`config.mk`:
```
export PLATFORM = sky130hd
export DESIGN_NAME = complementary_output_stage
export DESIGN_NICKNAME = d
export VERILOG_FILES = /design/src/rtl/complementary_output_stage_pkg.sv /design/src/rtl/complementary_output_stage.sv
export SDC_FILE = /design/constraint.sdc
export NUM_CORES = 1
export LEC_CHECK = 0
export ABC_AREA = 1
export BUFFER_PORTS_ARGS = -buffer_cell sky130_fd_sc_hd__clkbuf_2
export CORE_ASPECT_RATIO = 1.75
export CORE_MARGIN = 2
export CORE_UTILIZATION = 56
export CTS_CLUSTER_SIZE = 40
export DETAILED_ROUTE_END_ITERATION = 7
export PLACE_DENSITY = 0.76
export SLEW_MARGIN = 20
export SYNTH_ARGS = -nofsm -noshare
export SYNTH_HDL_FRONTEND = slang
export SYNTH_SLANG_ARGS = --single-unit
```
`constraint.sdc`:
```
create_clock -name clk_sys_i -period 2 [get_ports clk_sys_i]
set_input_delay 0 -clock clk_sys_i [delete_from_list [all_inputs] [get_ports clk_sys_i]]
set_output_delay 0 -clock clk_sys_i [all_outputs]
set_load 0.02 [all_outputs]
```
`src/rtl/complementary_output_stage_pkg.sv`:
```
`default_nettype none
package complementary_output_stage_pkg;
	localparam int DATA_W     = 8;
	localparam int ADDR_W     = 4;
	localparam int CNT_W      = 6;
	localparam int NUM_TIMERS = 6;
	localparam int NUM_PINS   = 4;

	// Register offsets.
	localparam logic [ADDR_W-1:0] ADDR_PRIMARY    = 4'h0;
	localparam logic [ADDR_W-1:0] ADDR_SHUT_CTRL  = 4'h1;
	localparam logic [ADDR_W-1:0] ADDR_SHUT_SRC   = 4'h2;
	localparam logic [ADDR_W-1:0] ADDR_PIN_CTRL   = 4'h3;
	localparam logic [ADDR_W-1:0] ADDR_SENSE      = 4'h4;
	localparam logic [ADDR_W-1:0] ADDR_COUNT_BASE = 4'h5;

	// Timer and count index, count register offset is base plus index.
	localparam int IDX_PHR  = 0;
	localparam int IDX_PHF  = 1;
	localparam int IDX_BLKR = 2;
	localparam int IDX_BLKF = 3;
	localparam int IDX_DBR  = 4;
	localparam int IDX_DBF  = 5;

	// Field positions.
	localparam int EN_BIT         = 7;
	localparam int LD_BIT         = 6;
	localparam int CS_LSB         = 0;
	localparam int SD_FORCE_BIT   = 0;
	localparam int SD_ARS_BIT     = 1;
	localparam int SD_AC_LSB      = 2;
	localparam int SD_BD_LSB      = 4;
	localparam int PIN_OE_LSB     = 0;
	localparam int PIN_POL_LSB    = 4;
	localparam int SENSE_RISE_BIT = 0;
	localparam int SENSE_FALL_BIT = 1;

	// Reset values.
	localparam logic [CNT_W-1:0] COUNT_RST = 6'h00;
	localparam logic [1:0]       CS_RST    = 2'h0;
	localparam logic [3:0]       PIN_RST   = 4'h0;

	// Reference clock divider masks, one per clock select code.
	localparam logic [3:0] DIV_MASK_1  = 4'h0;
	localparam logic [3:0] DIV_MASK_2  = 4'h1;
	localparam logic [3:0] DIV_MASK_4  = 4'h3;
	localparam logic [3:0] DIV_MASK_16 = 4'hf;

	typedef enum logic [1:0] {
		LVL_INACTIVE,
		LVL_HIGHZ,
		LVL_LOW,
		LVL_HIGH
	} shut_level_type;
endpackage
`default_nettype wire

```
`src/rtl/complementary_output_stage.sv`:
```
`timescale 1ns/10ps
`default_nettype none
module complementary_output_stage
	import complementary_output_stage_pkg::*;
#(
	parameter int NUM_FAULTS = 4
) (
	input  wire logic                  clk_sys_i,   // System clock, 100 MHz.
	input  wire logic                  srst_i,      // Synchronous reset, active high.
	input  wire logic [ADDR_W-1:0]     addr_i,      // Register address.
	input  wire logic [DATA_W-1:0]     wdata_i,     // Register write data.
	input  wire logic                  wr_i,        // Write strobe.
	input  wire logic                  rd_i,        // Read strobe.
	output logic      [DATA_W-1:0]     rdata_o,     // Read data, cycle after the strobe.
	input  wire logic                  rise_src_i,  // Selected rising event source.
	input  wire logic                  fall_src_i,  // Selected falling event source.
	input  wire logic [NUM_FAULTS-1:0] fault_n_i,   // Fault sources, active low.
	output logic      [NUM_PINS-1:0]   out_o,       // Pin levels, index 0 is pin A.
	output logic      [NUM_PINS-1:0]   out_oe_o     // Pin output enables.
);

	logic                  en;
	logic                  en_prev;
	logic                  ld;
	logic [1:0]            clk_sel;
	logic                  shut;
	logic                  ars;
	logic [1:0]            ac_lvl;
	logic [1:0]            bd_lvl;
	logic [NUM_FAULTS-1:0] src_sel;
	logic [NUM_PINS-1:0]   pin_en;
	logic [NUM_PINS-1:0]   pol;
	logic                  sense_r;
	logic                  sense_f;
	logic [CNT_W-1:0]      buf_cnt  [NUM_TIMERS];
	logic [CNT_W-1:0]      work_cnt [NUM_TIMERS];
	logic [CNT_W:0]        tmr      [NUM_TIMERS];
	logic [NUM_TIMERS-1:0] tmr_start;
	logic [NUM_TIMERS-1:0] tmr_busy;
	logic [NUM_TIMERS-1:0] tmr_done;
	logic [3:0]            div_cnt;
	logic                  tick;
	logic                  rise_prev;
	logic                  fall_prev;
	logic                  rise_det;
	logic                  fall_det;
	logic                  rise_acc;
	logic                  fall_acc;
	logic                  wave;
	logic                  wave_prev;
	logic                  act_q;
	logic                  comp_q;
	logic                  fault_now;
	logic                  ld_xfer;
	logic [NUM_PINS-1:0]   drive;
	logic [DATA_W-1:0]     next_rdata;
	logic                  wr_prim;
	logic                  wr_shut;

	// Decodes one count register address; used by the write and read paths.
	function automatic logic count_hit(input logic [ADDR_W-1:0] a, input int i);
		return a == ADDR_COUNT_BASE + ADDR_W'(i);
	endfunction

	// Divider mask for a clock select code.
	function automatic logic [3:0] div_mask(input logic [1:0] sel);
		case (sel)
			2'h0: return DIV_MASK_1;
			2'h1: return DIV_MASK_2;
			2'h2: return DIV_MASK_4;
			default: return DIV_MASK_16;
		endcase
	endfunction

	assign wr_prim = wr_i && (addr_i == ADDR_PRIMARY);
	assign wr_shut = wr_i && (addr_i == ADDR_SHUT_CTRL);

	// Primary control: enable and reference clock select.
	always_ff @(posedge clk_sys_i) begin
		if (srst_i) begin
			en      <= 1'b0;
			clk_sel <= CS_RST;
		end else if (wr_prim) begin
			en      <= wdata_i[EN_BIT];
			clk_sel <= wdata_i[CS_LSB +: 2];
		end
	end

	// Load request: a software set in the transfer cycle wins over the self-clear.
	always_ff @(posedge clk_sys_i) begin
		if (srst_i) begin
			ld <= 1'b0;
		end else if (wr_prim) begin
			ld <= wdata_i[LD_BIT];
		end else if (ld_xfer) begin
			ld <= 1'b0;
		end
	end

	// Transfer fires only while enabled, on the accepted falling event.
	assign ld_xfer = en && ld && fall_acc;

	// Static configuration registers.
	always_ff @(posedge clk_sys_i) begin
		if (srst_i) begin
			ars     <= 1'b0;
			ac_lvl  <= 2'h0;
			bd_lvl  <= 2'h0;
			src_sel <= '0;
			pin_en  <= PIN_RST;
			pol     <= PIN_RST;
			sense_r <= 1'b0;
			sense_f <= 1'b0;
		end else if (wr_i) begin
			if (addr_i == ADDR_SHUT_CTRL) begin
				ars    <= wdata_i[SD_ARS_BIT];
				ac_lvl <= wdata_i[SD_AC_LSB +: 2];
				bd_lvl <= wdata_i[SD_BD_LSB +: 2];
			end
			if (addr_i == ADDR_SHUT_SRC) begin
				src_sel <= wdata_i[NUM_FAULTS-1:0];
			end
			if (addr_i == ADDR_PIN_CTRL) begin
				pin_en <= wdata_i[PIN_OE_LSB +: NUM_PINS];
				pol    <= wdata_i[PIN_POL_LSB +: NUM_PINS];
			end
			if (addr_i == ADDR_SENSE) begin
				sense_r <= wdata_i[SENSE_RISE_BIT];
				sense_f <= wdata_i[SENSE_FALL_BIT];
			end
		end
	end

	// Double-buffered counts; working copies never mix old and new values.
	generate
		for (genvar i = 0; i < NUM_TIMERS; i++) begin : g_count
			always_ff @(posedge clk_sys_i) begin
				if (srst_i) begin
					buf_cnt[i] <= COUNT_RST;
				end else if (wr_i && count_hit(addr_i, i)) begin
					buf_cnt[i] <= wdata_i[CNT_W-1:0];
				end
			end
			always_ff @(posedge clk_sys_i) begin
				if (srst_i) begin
					work_cnt[i] <= COUNT_RST;
				end else if (wr_i && count_hit(addr_i, i) && !en) begin
					work_cnt[i] <= wdata_i[CNT_W-1:0];
				end else if (ld_xfer) begin
					work_cnt[i] <= buf_cnt[i];
				end
			end
		end
	endgenerate

	// Reference clock enable; the free-running divider is why a start lands anywhere in a period.
	always_ff @(posedge clk_sys_i) begin
		if (srst_i) begin
			div_cnt <= 4'h0;
		end else begin
			div_cnt <= div_cnt + 4'h1;
		end
	end
	assign tick = (div_cnt & div_mask(clk_sel)) == div_mask(clk_sel);

	// Input history for edge detection and enable history for the start-up dead band.
	always_ff @(posedge clk_sys_i) begin
		if (srst_i) begin
			rise_prev <= 1'b0;
			fall_prev <= 1'b0;
			wave_prev <= 1'b0;
			en_prev   <= 1'b0;
		end else begin
			rise_prev <= rise_src_i;
			fall_prev <= fall_src_i;
			wave_prev <= wave;
			en_prev   <= en;
		end
	end

	// Sense mode 0 is level, 1 is edge; a falling event is the source being low.
	assign rise_det = sense_r ? (rise_src_i && !rise_prev) : rise_src_i;
	assign fall_det = sense_f ? (!fall_src_i && fall_prev) : !fall_src_i;

	// Each blanking window masks the opposite event; pending phase delays block retriggers.
	assign rise_acc = en && rise_det && !tmr_busy[IDX_BLKF] && !tmr_busy[IDX_PHR] && !wave;
	assign fall_acc = en && fall_det && !tmr_busy[IDX_BLKR] && !tmr_busy[IDX_PHF] && wave;

	always_comb begin
		tmr_start           = '0;
		tmr_start[IDX_PHR]  = rise_acc;
		tmr_start[IDX_PHF]  = fall_acc;
		tmr_start[IDX_BLKR] = rise_acc;
		tmr_start[IDX_BLKF] = fall_acc;
		tmr_start[IDX_DBR]  = wave && !wave_prev;
		tmr_start[IDX_DBF]  = (!wave && wave_prev) || (en && !en_prev);
	end

	// Timers load N plus one and end on a reference tick, giving N to N plus one periods.
	generate
		for (genvar i = 0; i < NUM_TIMERS; i++) begin : g_timer
			always_ff @(posedge clk_sys_i) begin
				if (srst_i || !en) begin
					tmr[i] <= '0;
				end else if (tmr_start[i]) begin
					tmr[i] <= (CNT_W+1)'(work_cnt[i]) + 7'h01;
				end else if (tick && tmr_busy[i]) begin
					tmr[i] <= tmr[i] - 7'h01;
				end
			end
			assign tmr_busy[i] = tmr[i] != 7'h00;
			assign tmr_done[i] = tick && (tmr[i] == 7'h01) && !tmr_start[i];
		end
	endgenerate

	// Internal waveform after the phase delays; disable is the functional reset.
	always_ff @(posedge clk_sys_i) begin
		if (srst_i || !en) begin
			wave <= 1'b0;
		end else if (tmr_done[IDX_PHR]) begin
			wave <= 1'b1;
		end else if (tmr_done[IDX_PHF]) begin
			wave <= 1'b0;
		end
	end

	// Dead band: each phase rises late and falls at once, so the two never overlap.
	always_ff @(posedge clk_sys_i) begin
		if (srst_i || !en || !wave) begin
			act_q <= 1'b0;
		end else if (tmr_done[IDX_DBR]) begin
			act_q <= 1'b1;
		end
	end
	always_ff @(posedge clk_sys_i) begin
		if (srst_i || !en || wave) begin
			comp_q <= 1'b0;
		end else if (tmr_done[IDX_DBF]) begin
			comp_q <= 1'b1;
		end
	end

	// A and C carry the inactive phase, B and D the active one.
	assign drive = {act_q, comp_q, act_q, comp_q};

	// Shutdown flag: any set source wins over a software or automatic clear.
	assign fault_now = |(src_sel & ~fault_n_i);
	always_ff @(posedge clk_sys_i) begin
		if (srst_i) begin
			shut <= 1'b0;
		end else if (fault_now || (wr_shut && wdata_i[SD_FORCE_BIT])) begin
			shut <= 1'b1;
		end else if (wr_shut) begin
			shut <= 1'b0;
		end else if (ars) begin
			shut <= 1'b0;
		end
	end

	// Pin drivers; a live fault acts in the same edge as the flag to save a cycle.
	generate
		for (genvar i = 0; i < NUM_PINS; i++) begin : g_pin
			logic [1:0] lvl;
			assign lvl = (i % 2 == 0) ? ac_lvl : bd_lvl;
			always_ff @(posedge clk_sys_i) begin
				if (srst_i || !en || !pin_en[i]) begin
					out_o[i]    <= 1'b0;
					out_oe_o[i] <= 1'b0;
				end else if (shut || fault_now) begin
					out_oe_o[i] <= lvl != LVL_HIGHZ;
					unique case (shut_level_type'(lvl))
						LVL_INACTIVE: out_o[i] <= pol[i];
						LVL_HIGHZ:    out_o[i] <= 1'b0;
						LVL_LOW:      out_o[i] <= 1'b0;
						LVL_HIGH:     out_o[i] <= 1'b1;
					endcase
				end else begin
					out_o[i]    <= drive[i] ^ pol[i];
					out_oe_o[i] <= 1'b1;
				end
			end
		end
	endgenerate

	// Read mux; unmapped addresses read zero.
	always_comb begin
		next_rdata = '0;
		case (addr_i)
			ADDR_PRIMARY:   next_rdata = {en, ld, 4'h0, clk_sel};
			ADDR_SHUT_CTRL: next_rdata = {2'h0, bd_lvl, ac_lvl, ars, shut};
			ADDR_SHUT_SRC:  next_rdata = DATA_W'(src_sel);
			ADDR_PIN_CTRL:  next_rdata = {pol, pin_en};
			ADDR_SENSE:     next_rdata = {6'h00, sense_f, sense_r};
			default: begin
				for (int i = 0; i < NUM_TIMERS; i++) begin
					if (count_hit(addr_i, i)) begin
						next_rdata = {2'h0, buf_cnt[i]};
					end
				end
			end
		endcase
	end

	// Read data stands for one cycle only, so stale values never linger on the bus.
	always_ff @(posedge clk_sys_i) begin
		if (srst_i || !rd_i) begin
			rdata_o <= '0;
		end else begin
			rdata_o <= next_rdata;
		end
	end

	property p_direct_load;
		@(posedge clk_sys_i) disable iff (srst_i)
		(wr_i && count_hit(addr_i, IDX_DBR) && !en) |=> (work_cnt[IDX_DBR] == $past(wdata_i[CNT_W-1:0]));
	endproperty
	a_direct_load: assert property (p_direct_load) else $error("direct count load missed");
	property p_buffered_hold;
		@(posedge clk_sys_i) disable iff (srst_i)
		(en && !ld_xfer) |=> $stable(work_cnt[IDX_BLKR]) && $stable(work_cnt[IDX_PHF]);
	endproperty
	a_buffered_hold: assert property (p_buffered_hold) else $error("working count changed without transfer");
	property p_transfer_all;
		@(posedge clk_sys_i) disable iff (srst_i)
		ld_xfer |=> (work_cnt[IDX_PHR] == $past(buf_cnt[IDX_PHR])) && (work_cnt[IDX_DBF] == $past(buf_cnt[IDX_DBF]))
			&& (work_cnt[IDX_BLKF] == $past(buf_cnt[IDX_BLKF]));
	endproperty
	a_transfer_all: assert property (p_transfer_all) else $error("counts not transferred together");
	property p_ld_clear;
		@(posedge clk_sys_i) disable iff (srst_i)
		(ld_xfer && !wr_prim) |=> !ld;
	endproperty
	a_ld_clear: assert property (p_ld_clear) else $error("load request not cleared");
	property p_fault_shut;
		@(posedge clk_sys_i) disable iff (srst_i)
		(fault_now && en && pin_en[0] && ac_lvl == LVL_LOW) |=> shut && out_oe_o[0] && !out_o[0];
	endproperty
	a_fault_shut: assert property (p_fault_shut) else $error("fault did not force pin low");
	property p_force_shut;
		@(posedge clk_sys_i) disable iff (srst_i)
		(wr_shut && wdata_i[SD_FORCE_BIT]) |=> shut ##1 (!en || !pin_en[1] || bd_lvl != LVL_HIGH || out_o[1]);
	endproperty
	a_force_shut: assert property (p_force_shut) else $error("software shutdown not applied");
	property p_no_restart;
		@(posedge clk_sys_i) disable iff (srst_i)
		(shut && !ars && !wr_shut) |=> shut;
	endproperty
	a_no_restart: assert property (p_no_restart) else $error("shutdown left without software");
	property p_pin_off;
		@(posedge clk_sys_i) disable iff (srst_i)
		(!en || !pin_en[2]) |=> !out_oe_o[2];
	endproperty
	a_pin_off: assert property (p_pin_off) else $error("disabled pin driven");
	property p_polarity;
		@(posedge clk_sys_i) disable iff (srst_i)
		(en && pin_en[3] && !shut && !fault_now) |=> out_oe_o[3] && (out_o[3] == ($past(act_q) ^ $past(pol[3])));
	endproperty
	a_polarity: assert property (p_polarity) else $error("pin D level wrong");
	property p_blank;
		@(posedge clk_sys_i) disable iff (srst_i)
		rise_acc |=> tmr_busy[IDX_BLKR] && !fall_acc;
	endproperty
	a_blank: assert property (p_blank) else $error("rising blanking not started");
	property p_timer_len;
		@(posedge clk_sys_i) disable iff (srst_i)
		(tmr_start[IDX_PHR] && work_cnt[IDX_PHR] == 6'h00 && clk_sel == 2'h0 && en) |=> ##1 (wave || !en);
	endproperty
	a_timer_len: assert property (p_timer_len) else $error("zero phase delay too long");
endmodule
`default_nettype wire

```
==> flow_summary.json, run 1 <==
{
  "p_leak_uw": 0.00432,
  "startpoint_type": "register",
  "place.port_buffers": 37,
  "path_delay_family": "simple AND/OR/NAND/NOR gates",
  "setup_violations": 0,
  "crit_type": "reg -> reg",
  "route.detailed.drc": 0,
  "wirelength_um": 21800,
  "via_per_inst": 5.57,
  "slew_headroom_pct": 69.8,
  "root_buffer": "clkbuf_16",
  "ys_types": 39,
  "ys_warn_count": 0,
  "track_usage_pct": 27.2,
  "cts_setup_buffers": 0,
  "htreeDepth": 4,
  "slowest_delay_ns": 0.39,
  "powerDensity_nw_per_um2": 743,
  "drt-pass1-iter-count": 6,
  "synth_mux_area_share_pct": 0,
  "area_growth_pct": 14.0,
  "worstPathCellList": "inv_1 -> ha_1 -> nand2_1 -> nor2_2 -> nand2_2 -> nor2_4 -> nand4_2 -> buf_12 -> nand2_2",
  "fillers": 1230,
  "irDropWorstVdd_mv": 0.651,
  "synth_compound_gate_area_share_pct": 8.95,
  "cap_violations": 0,
  "fin_area_um2": 10000,
  "slew_violations": 0,
  "syn_avg_cell_area_um2": 8.37,
  "wire_per_inst_um": 16.5,
  "ios": 38,
  "post-place-ws_ns": 0.00972,
  "die_w_um": 98.7,
  "status": "finished clean",
  "synth_edf_count": 114,
  "crit_slowest_cell": "edfxtp_1",
  "grt_max_degree": 43,
  "syn_nets": 1089,
  "placed_cell_area_um2": 9360,
  "path_buf_inv": 2,
  "timing.fmax_mhz": 544,
  "grt_pass1_vias": 7463,
  "worst_pin_slew_ns": 0.452,
  "drtAntennaViolNets": 0,
  "cts_tree": "yes",
  "cts.path.max_buffers": 2,
  "syn_inst": 1050,
  "synth_flop_cell": "edfxtp_1",
  "yosys.area_share.simple_pct": 26.4,
  "path_clk_slew_ns": 0.07,
  "die_area_um2": 16700,
  "nNetsFinal": 1159,
  "post-route-period-util_pct": 91.9,
  "grt_pass1_wl_um": 35400,
  "finClkSkew_ns": 0.0102,
  "start_util_pct": 57.1,
  "coreArea_um2": 15400,
  "hold_viol": 0,
  "cp.required_ns": 2.13,
  "async_flop_share_pct": 0,
  "num_rows": 60,
  "vias": 7353,
  "holdCritPathClass": "in -> reg",
  "synthXorXnorAreaFrac_pct": 4.39,
  "syn_area_um2": 8780,
  "min_period_ns": 1.84,
  "synth_top_family_by_area": "simple AND/OR/NAND/NOR gates",
  "yosysSeqAreaShare_pct": 50.6,
  "clkLatencyLatePin_ns": 0.43,
  "fin_ws_ns": 0.162,
  "drt_iter0_drc": 503,
  "numCtsBuffers": 17,
  "finalSetupTns_ns": 0,
  "place_hpwl_um": 16400,
  "antenna_found_initial": 0,
  "fp.dieH_um": 170,
  "synth-seq-cells": 165,
  "path_common_cell": "nand2_2",
  "gr-total-overflow": 0,
  "critPathArrivalTime_ns": 1.97,
  "antenna_cells": 0,
  "crit_path_max_fanout": 42,
  "rsz0062_at_grt": "false",
  "yosys.area_share.adder_pct": 2.42,
  "clock_sinks": 165,
  "drive_gt1_share_pct": 14.9,
  "endpoint_kind": "register",
  "place_congestion": 0.922
}
## what timing repair did
item,4_1_cts,5_1_grt
setup endpoints to repair,0,101
hold buffers,6,0
gates resized for setup,0,18
endpoints found under the hold margin,12,0
## stage by stage
stage / power (uW) / std cells / hold slack, ns / util (%)
after floorplan: 4210 / 1050 / 0.107 / -
after global placement: 4390 / 1281 / 0.239 / 60.8
after detailed placement: 4400 / 1281 / 0.240 / 60.8
after CTS: 7450 / 1319 / 0.0562 / 64.8
after global routing: 7650 / 1319 / 0.0861 / 65.1
final: 7440 / 1319 / 0.0671 / 65.1
## final timing paths
path                           startpoint                           end  slack (ns)  depth (start not counted)
setup / recovery      tmr[1][0]$_DFFE_PP_  work_cnt[4][4]$_SDFFCE_PN0P_        0.16                          9
hold / removal               fault_n_i[1]             shut$_SDFFE_PP0P_        0.07                          5
setup reg to reg      tmr[1][0]$_DFFE_PP_  work_cnt[4][4]$_SDFFCE_PN0P_        0.16                          9
hold reg to reg   src_sel[2]$_SDFFE_PP0P_       src_sel[2]$_SDFFE_PP0P_        0.47                          2
## state kept, by name, summed over array words and instances, names as in the netlist, 8 cells and up
name and flops:
tmr 42, rdata_o 8, buf_cnt 36, work_cnt 36
## worst reg2reg max path: stages (launching register included)
cell and delay, ns:
edfxtp_1 0.39, inv_1 0.09, ha_1 0.17, nand2_1 0.07
nor2_2 0.12, nand2_2 0.10, nor2_4 0.12, nand4_2 0.12
buf_12 0.21, nand2_2 0.16
## cells by family after synthesis
group | Yosys count
compound gates | 149
simple gates | 515
fa+ha+maj | 17
buf+inv | 160
xor+xnor | 44
flops | 165
## layer usage
layer  vias up  GRT usage, %  wire, um
met3        96          4.28      1120
met1      3368          28.8      7790
met5         -             0         0
met4         0          18.9      1490
met2       281          48.7     11400
li1       3608             -         -
## synth_stat cells, types with 13 or more instances
cell,count,area [um2]
nand2_1,245,920
nand4_1,16,100
edfxtp_1,114,3420
o21ai_0,50,250
inv_1,123,462
buf_2,13,65.1
dfxtp_1,51,1020
o21ai_1,36,180
xor2_1,32,280
ha_1,17,213
o22ai_1,13,81.3
nor2_1,121,454
nand3_1,81,405
a21oi_1,39,195
## where the power goes
group / internal, uW / total, uW / switching, uW
logic: 168 / 532 / 364
registers: 3750 / 3820 / 73.2
clock network: 1660 / 3090 / 1420
## cell type report
type	count	area [um2]	share of cell area [%]
sequential	165	4440	44.4
multi-input combinational	725	3740	37.4
timing repair buffer	79	541	5.40
inverter	132	498	4.97
clock buffer	19	444	4.44
tap	186	233	2.32
clock inverter	13	111	1.11
## cells in the final DEF, fill, tap and decap left out, types with 38 or more instances in the layout
| cell | Yosys | final |
|---|---|---|
| a21oi_1 | 39 | 39 |
| clkbuf_2 | 1 | 38 |
| dfxtp_1 | 51 | 51 |
| edfxtp_1 | 114 | 114 |
| inv_1 | 123 | 123 |
| nand2_1 | 245 | 233 |
| nand3_1 | 81 | 81 |
| nor2_1 | 121 | 118 |
| o21ai_0 | 50 | 48 |
| o21ai_1 | 36 | 38 |
(Power assumes the default switching activity.)
==> run 2, diff against run 1 <==
--- a/config.mk
+++ b/config.mk
@@ -5,14 +5,12 @@
 export SDC_FILE = /design/constraint.sdc
 export NUM_CORES = 1
 export LEC_CHECK = 0
-export ABC_AREA = 1
 export BUFFER_PORTS_ARGS = -buffer_cell sky130_fd_sc_hd__clkbuf_2
 export CORE_ASPECT_RATIO = 1.75
-export CORE_MARGIN = 2
 export CORE_UTILIZATION = 56
 export CTS_CLUSTER_SIZE = 40
 export DETAILED_ROUTE_END_ITERATION = 7
-export PLACE_DENSITY = 0.76
+export PLACE_DENSITY = 0.77
 export SLEW_MARGIN = 20
 export SYNTH_ARGS = -nofsm -noshare
 export SYNTH_HDL_FRONTEND = slang
==> flow_summary.json, run 2 <==
{
  "antenna_cells": 0,
  "final_cell_mix": "edfxtp_1, nand2_1, buf_4",
  "syn_nets": 823,
  "die_area_um2": 15400,
  "via_per_inst": 6.36,
  "status": "finished with violations",
  "track_usage_pct": 31.4,
  "num_rows": 58,
  "root_buffer": "clkbuf_16",
  "place_congestion": 0.999,
  "min_period_ns": 2.17,
  "switching_share_pct": 24.0,
  "utilization_pct": 70.8,
  "place.port_buffers": 37,
  "fin_ws_ns": -0.172,
  "power.switching_uw": 1830,
  "slew_violations": 0,
  "grt_max_degree": 27,
  "slew_headroom_pct": 51.0,
  "multiInputGateArea_um2": 3990,
  "finalSetupTns_ns": -11.72,
  "drt_iter0_drc": 506,
  "critPathArrivalTime_ns": 2.26,
  "synth-seq-cells": 165,
  "start_util_pct": 57.7,
  "syn_area_um2": 8330,
  "numPlacedInstances": 1025,
  "hold_ws_ns": 0.0556,
  "ys_warn_count": 0,
  "wirelength_um": 23100,
  "synth_edf_count": 114,
  "seqCellArea_um2": 4440,
  "fillers": 1017,
  "crit_slowest_cell": "edfxtp_1",
  "synth_commonest_cells": "edfxtp_1, nand2_1, dfxtp_1, nor2_1, nand3_1",
  "total_power_uw": 7630,
  "slowest_delay_ns": 0.40,
  "instances_no_fill": 1079,
  "setup_violations": 116,
  "synth_area_leader_cell": "edfxtp_1",
  "clkLatencyLatePin_ns": 0.43,
  "worst_pin_slew_ns": 0.730,
  "wire_per_inst_um": 21.4,
  "cap_violations": 0,
  "rrSetupSlack_ns": -0.17,
  "fp.dieH_um": 163,
  "hold_viol": 0,
  "vias": 6858,
  "largest_register_ffs": 42,
  "path_clk_slew_ns": 0.07,
  "antenna_found_initial": 0,
  "layout_commonest_cell": "edfxtp_1",
  "post-route-period-util_pct": 109,
  "route.detailed.drc": 0,
  "crit_type": "reg -> reg",
  "p_int_uw": 5800,
  "cp.required_ns": 2.09,
  "finClkSkew_ns": 0.00964,
  "synth_flop_cell": "edfxtp_1",
  "p_leak_uw": 0.00397,
  "coreArea_um2": 14400,
  "die_w_um": 94.2,
  "p_comb_share_pct": 7.1,
  "clkPwrFrac_pct": 42.4,
  "cts_tree": "yes",
  "top_regs": "tmr (42), buf_cnt (36), work_cnt (36)",
  "regMostFlops": "tmr",
  "area_growth_pct": 22.7,
  "drtAntennaViolNets": 0,
  "ys_types": 59,
  "ios": 38,
  "drt-pass1-iter-count": 5,
  "grt_pass1_vias": 7046,
  "path_delay_family": "simple AND/OR/NAND/NOR gates",
  "startpoint_type": "register",
  "endpoint_kind": "register",
  "path_buf_inv": 1,
  "drive_gt1_share_pct": 23.7,
  "syn_inst": 784,
  "ys_top_cells_by_area": "edfxtp_1, dfxtp_1, nand2_1, xnor2_1, mux2i_1",
  "timing.fmax_mhz": 460,
  "holdCritPathClass": "in -> reg",
  "crit_path_max_fanout": 6,
  "cts.path.max_buffers": 2,
  "synth.top_cell.area_share_pct": 41.1,
  "htreeDepth": 4,
  "async_flop_share_pct": 0,
  "powerDensity_nw_per_um2": 747,
  "worstPathCellList": "inv_2 -> ha_4 -> or3b_4 -> nor4_4 -> and4_4 -> a21oi_4 -> o31ai_4",
  "rsz0062_at_grt": "true",
  "syn_avg_cell_area_um2": 10.6,
  "grt_pass1_wl_um": 36100,
  "numCtsBuffers": 17,
  "nNetsFinal": 925,
  "clock_sinks": 165,
  "seqPwrFrac_pct": 50.5,
  "place_hpwl_um": 16100,
  "irDropWorstVdd_mv": 0.649,
  "violations": "negative setup slack",
  "yosysSeqAreaShare_pct": 53.3,
  "post-synth-top-count-cell": "edfxtp_1",
  "gr-total-overflow": 0
}
-- run 2: layout make-up --
cell class | instances | area share (%)
multi-input cells | 556 | 39.0
flip-flops and latches | 165 | 43.5
clock buffers | 18 | 4.20
clock inverters | 14 | 1.49
repair buffers | 123 | 8.79
well taps | 180 | 2.20
inverters | 23 | 0.845
-- run 2: through the flow --
step	worst slack, ns	instance area, um2
after floorplan	-0.160	8390
after global placement	-0.190	9100
after detailed placement	-0.260	9100
after CTS	-0.153	10100
after global routing	-0.257	10200
final	-0.172	10200
-- run 2: metal layers --
metal | share of wire, % | global-route usage (%) | up-vias
met5 | 0 | 0 | -
met4 | 7.3 | 22.2 | 0
met1 | 35 | 33.7 | 3272
met2 | 52 | 54.9 | 343
met3 | 5.0 | 4.80 | 139
li1 | - | - | 3104
-- run 2: kinds of logic after synthesis --
logic type,share of synthesized area [%]
DFF,53.3
buffers and inverters,3.44
xor gates and xnor gates,5.26
muxes,3.03
and+or+nand+nor,18.1
AOI/OAI and AO/OA,14.3
adders and majority gates,2.55
-- run 2: path summary, 6_finish.rpt --
kind / endpoint / cells past startpoint / startpoint
hold / removal: shut$_SDFFE_PP0P_ / 4 / fault_n_i[2]
setup / recovery: work_cnt[2][5]$_DFFE_PP_ / 7 / tmr[2][0]$_DFFE_PP_
hold reg to reg: ars$_SDFFE_PP0P_ / 2 / ars$_SDFFE_PP0P_
setup reg to reg: work_cnt[2][5]$_DFFE_PP_ / 7 / tmr[2][0]$_DFFE_PP_
-- run 2: tightest hold or removal path, delay by kind of cell --
kind | cells | cell delay [ns]
AOI/OAI and AO/OA | 2 | 0.19
buffers and inverters | 1 | 0.08
and+or+nand+nor | 1 | 0.18
-- run 2: repair_timing --
action,CTS,global route
hold buffers,4,0
pin swaps,21,34
cloned,3,0
endpoints found under the hold margin,6,0
setup endpoints to repair,138,144
setup buffers,12,7
resized for setup,50,36
-- run 2: power groups by stage --
stage / clock network (uW) / registers [uW] / logic (uW)
finish: 3240 / 3860 / 540
CTS: 3230 / 3850 / 515
detailed placement: 0 / 3920 / 482
global route: 3370 / 3860 / 576
global placement: 0 / 3910 / 469
floorplan: 0 / 3880 / 314
==> run 3, diff against run 2 <==
--- a/config.mk
+++ b/config.mk
@@ -10,7 +10,7 @@
 export CORE_UTILIZATION = 56
 export CTS_CLUSTER_SIZE = 40
 export DETAILED_ROUTE_END_ITERATION = 7
-export PLACE_DENSITY = 0.77
+export PLACE_DENSITY = 0.82
 export SLEW_MARGIN = 20
 export SYNTH_ARGS = -nofsm -noshare
 export SYNTH_HDL_FRONTEND = slang
==> flow_summary.json, run 3 (same netlist as run 2, synthesis figures left out) <==
{
  "die_area_um2": 15400,
  "cts.path.max_buffers": 2,
  "path_clk_slew_ns": 0.07,
  "crit_path_max_fanout": 7,
  "p_leak_uw": 0.00397,
  "place.port_buffers": 37,
  "rr_startpoint": "tmr[0][3]$_DFFE_PP_",
  "root_buffer": "clkbuf_16",
  "instances_no_fill": 1075,
  "top_regs": "tmr (42), buf_cnt (36), work_cnt (36)",
  "largest_register_ffs": 42,
  "place_hpwl_um": 15500,
  "reg2reg_to": "tmr[2][6]$_DFFE_PP_",
  "min_period_ns": 2.33,
  "clock_sinks": 165,
  "regMostFlops": "tmr",
  "numCtsBuffers": 17,
  "final_cell_mix": "edfxtp_1, nand2_1, buf_4",
  "rrSetupSlack_ns": -0.33,
  "start_util_pct": 57.7,
  "ios": 38,
  "rsz0062_at_grt": "true",
  "min_from": "fault_n_i[3]",
  "gr-total-overflow": 0,
  "powerDensity_nw_per_um2": 746,
  "antenna_found_initial": 0,
  "crit_type": "reg -> reg",
  "violations": "negative setup slack",
  "clkLatencyLatePin_ns": 0.42,
  "via_per_inst": 6.48,
  "startpoint_type": "register",
  "num_rows": 58,
  "numPlacedInstances": 1022,
  "route.detailed.drc": 0,
  "grt_pass1_vias": 6967,
  "nNetsFinal": 921,
  "slew_violations": 0,
  "worstPathCellList": "nor4_2 -> nand3b_1 -> nor4_4 -> buf_4 -> nor2_4 -> o21ai_2 -> buf_6",
  "critPathArrivalTime_ns": 2.46,
  "worst_pin_slew_ns": 0.674,
  "hold_ws_ns": 0.0492,
  "grt_pass1_wl_um": 35500,
  "status": "finished with violations",
  "crit_slowest_cell": "nor4_4",
  "drtAntennaViolNets": 0,
  "path_delay_family": "simple AND/OR/NAND/NOR gates",
  "utilization_pct": 70.4,
  "cap_violations": 0,
  "coreArea_um2": 14400,
  "area_growth_pct": 22.1,
  "htreeDepth": 4,
  "grt_max_degree": 29,
  "track_usage_pct": 30.8,
  "path_buf_inv": 2,
  "slowest_delay_ns": 0.44,
  "fp.dieH_um": 163,
  "drt-pass1-iter-count": 5,
  "wirelength_um": 23300,
  "holdCritPathClass": "in -> reg",
  "cp.required_ns": 2.13,
  "die_w_um": 94.2,
  "vias": 6964,
  "endpoint_kind": "register",
  "finClkSkew_ns": 0.0121,
  "cts_tree": "yes",
  "setup_violations": 130,
  "whs_path_depth": 4,
  "finalSetupTns_ns": -28.95,
  "wire_per_inst_um": 21.7,
  "drt_iter0_drc": 623,
  "fin_ws_ns": -0.326,
  "antenna_cells": 0,
  "timing.fmax_mhz": 430,
  "drive_gt1_share_pct": 22.5,
  "slew_headroom_pct": 54.7,
  "holdPathEnd": "shut$_SDFFE_PP0P_",
  "post-route-period-util_pct": 116,
  "irDropWorstVdd_mv": 0.922,
  "place_congestion": 0.962,
  "rr_worst_depth": 7,
  "hold_viol": 0,
  "layout_commonest_cell": "edfxtp_1"
}
run 3: tightest hold or removal path: cells and delay by family:
family / cells / cell delay [ns]
buffers and inverters: 1 / 0.07
AND/OR/NAND/NOR: 1 / 0.16
AO/OA/AOI/OAI: 2 / 0.19
run 3: repair_timing:
action	in CTS	in global routing
cloned	2	1
hold buffers	4	0
hold endpoints to repair	6	0
pin swaps	19	13
resized for setup	43	27
setup endpoints to repair	130	137
setup buffers	6	9
run 3: layout make-up:
type,count,area [um2]
Inverter,23,86.3
Timing Repair Buffer,119,895
Tap cell,180,225
Sequential cell,165,4450
Clock inverter,15,154
Clock buffer,17,425
Multi-Input combinational cell,556,3940
Fill cell,936,4270
run 3: worst max path at each step:
stage | from | end | slack, ns | cells after the start
after floorplan | tmr[2][0]$_DFFE_PP_ | work_cnt[2][0]$_DFFE_PP_ | -0.16 | 10
final | tmr[0][3]$_DFFE_PP_ | tmr[2][6]$_DFFE_PP_ | -0.33 | 7
after detailed placement | tmr[2][1]$_DFFE_PP_ | work_cnt[0][2]$_DFFE_PP_ | -0.24 | 7
after CTS | tmr[2][0]$_DFFE_PP_ | work_cnt[5][5]$_DFFE_PP_ | -0.15 | 7
after global placement | tmr[2][0]$_DFFE_PP_ | work_cnt[1][4]$_DFFE_PP_ | -0.18 | 7
after global routing | tmr[2][0]$_DFFE_PP_ | tmr[3][6]$_DFFE_PP_ | -0.37 | 8
run 3: layer usage:
metal / vias up / GRT usage [%] / share of wire, % / routed length (um)
met2: 412 / 54.6 / 54 / 12600
met3: 122 / 5.12 / 6.5 / 1510
met1: 3327 / 33.9 / 34 / 7860
li1: 3103 / - / - / -
met5: - / 0 / 0 / 0
met4: 0 / 18.3 / 6.1 / 1420
run 3: where the power goes:
group          internal [uW]  leakage [uW]  switching, uW
registers               3750       0.00162            110
clock network           1850      0.000275           1340
logic                    206       0.00208            340
total                   5800       0.00397           1790
run 3: stage by stage:
| step | total power (uW) | setup slack, ns | cell area (um2) |
|---|---|---|---|
| floorplan | 4200 | -0.160 | 8390 |
| global placement | 4380 | -0.184 | 9090 |
| detailed placement | 4400 | -0.242 | 9090 |
| CTS | 7550 | -0.151 | 9980 |
| global route | 7780 | -0.370 | 10200 |
| finish | 7590 | -0.326 | 10200 |
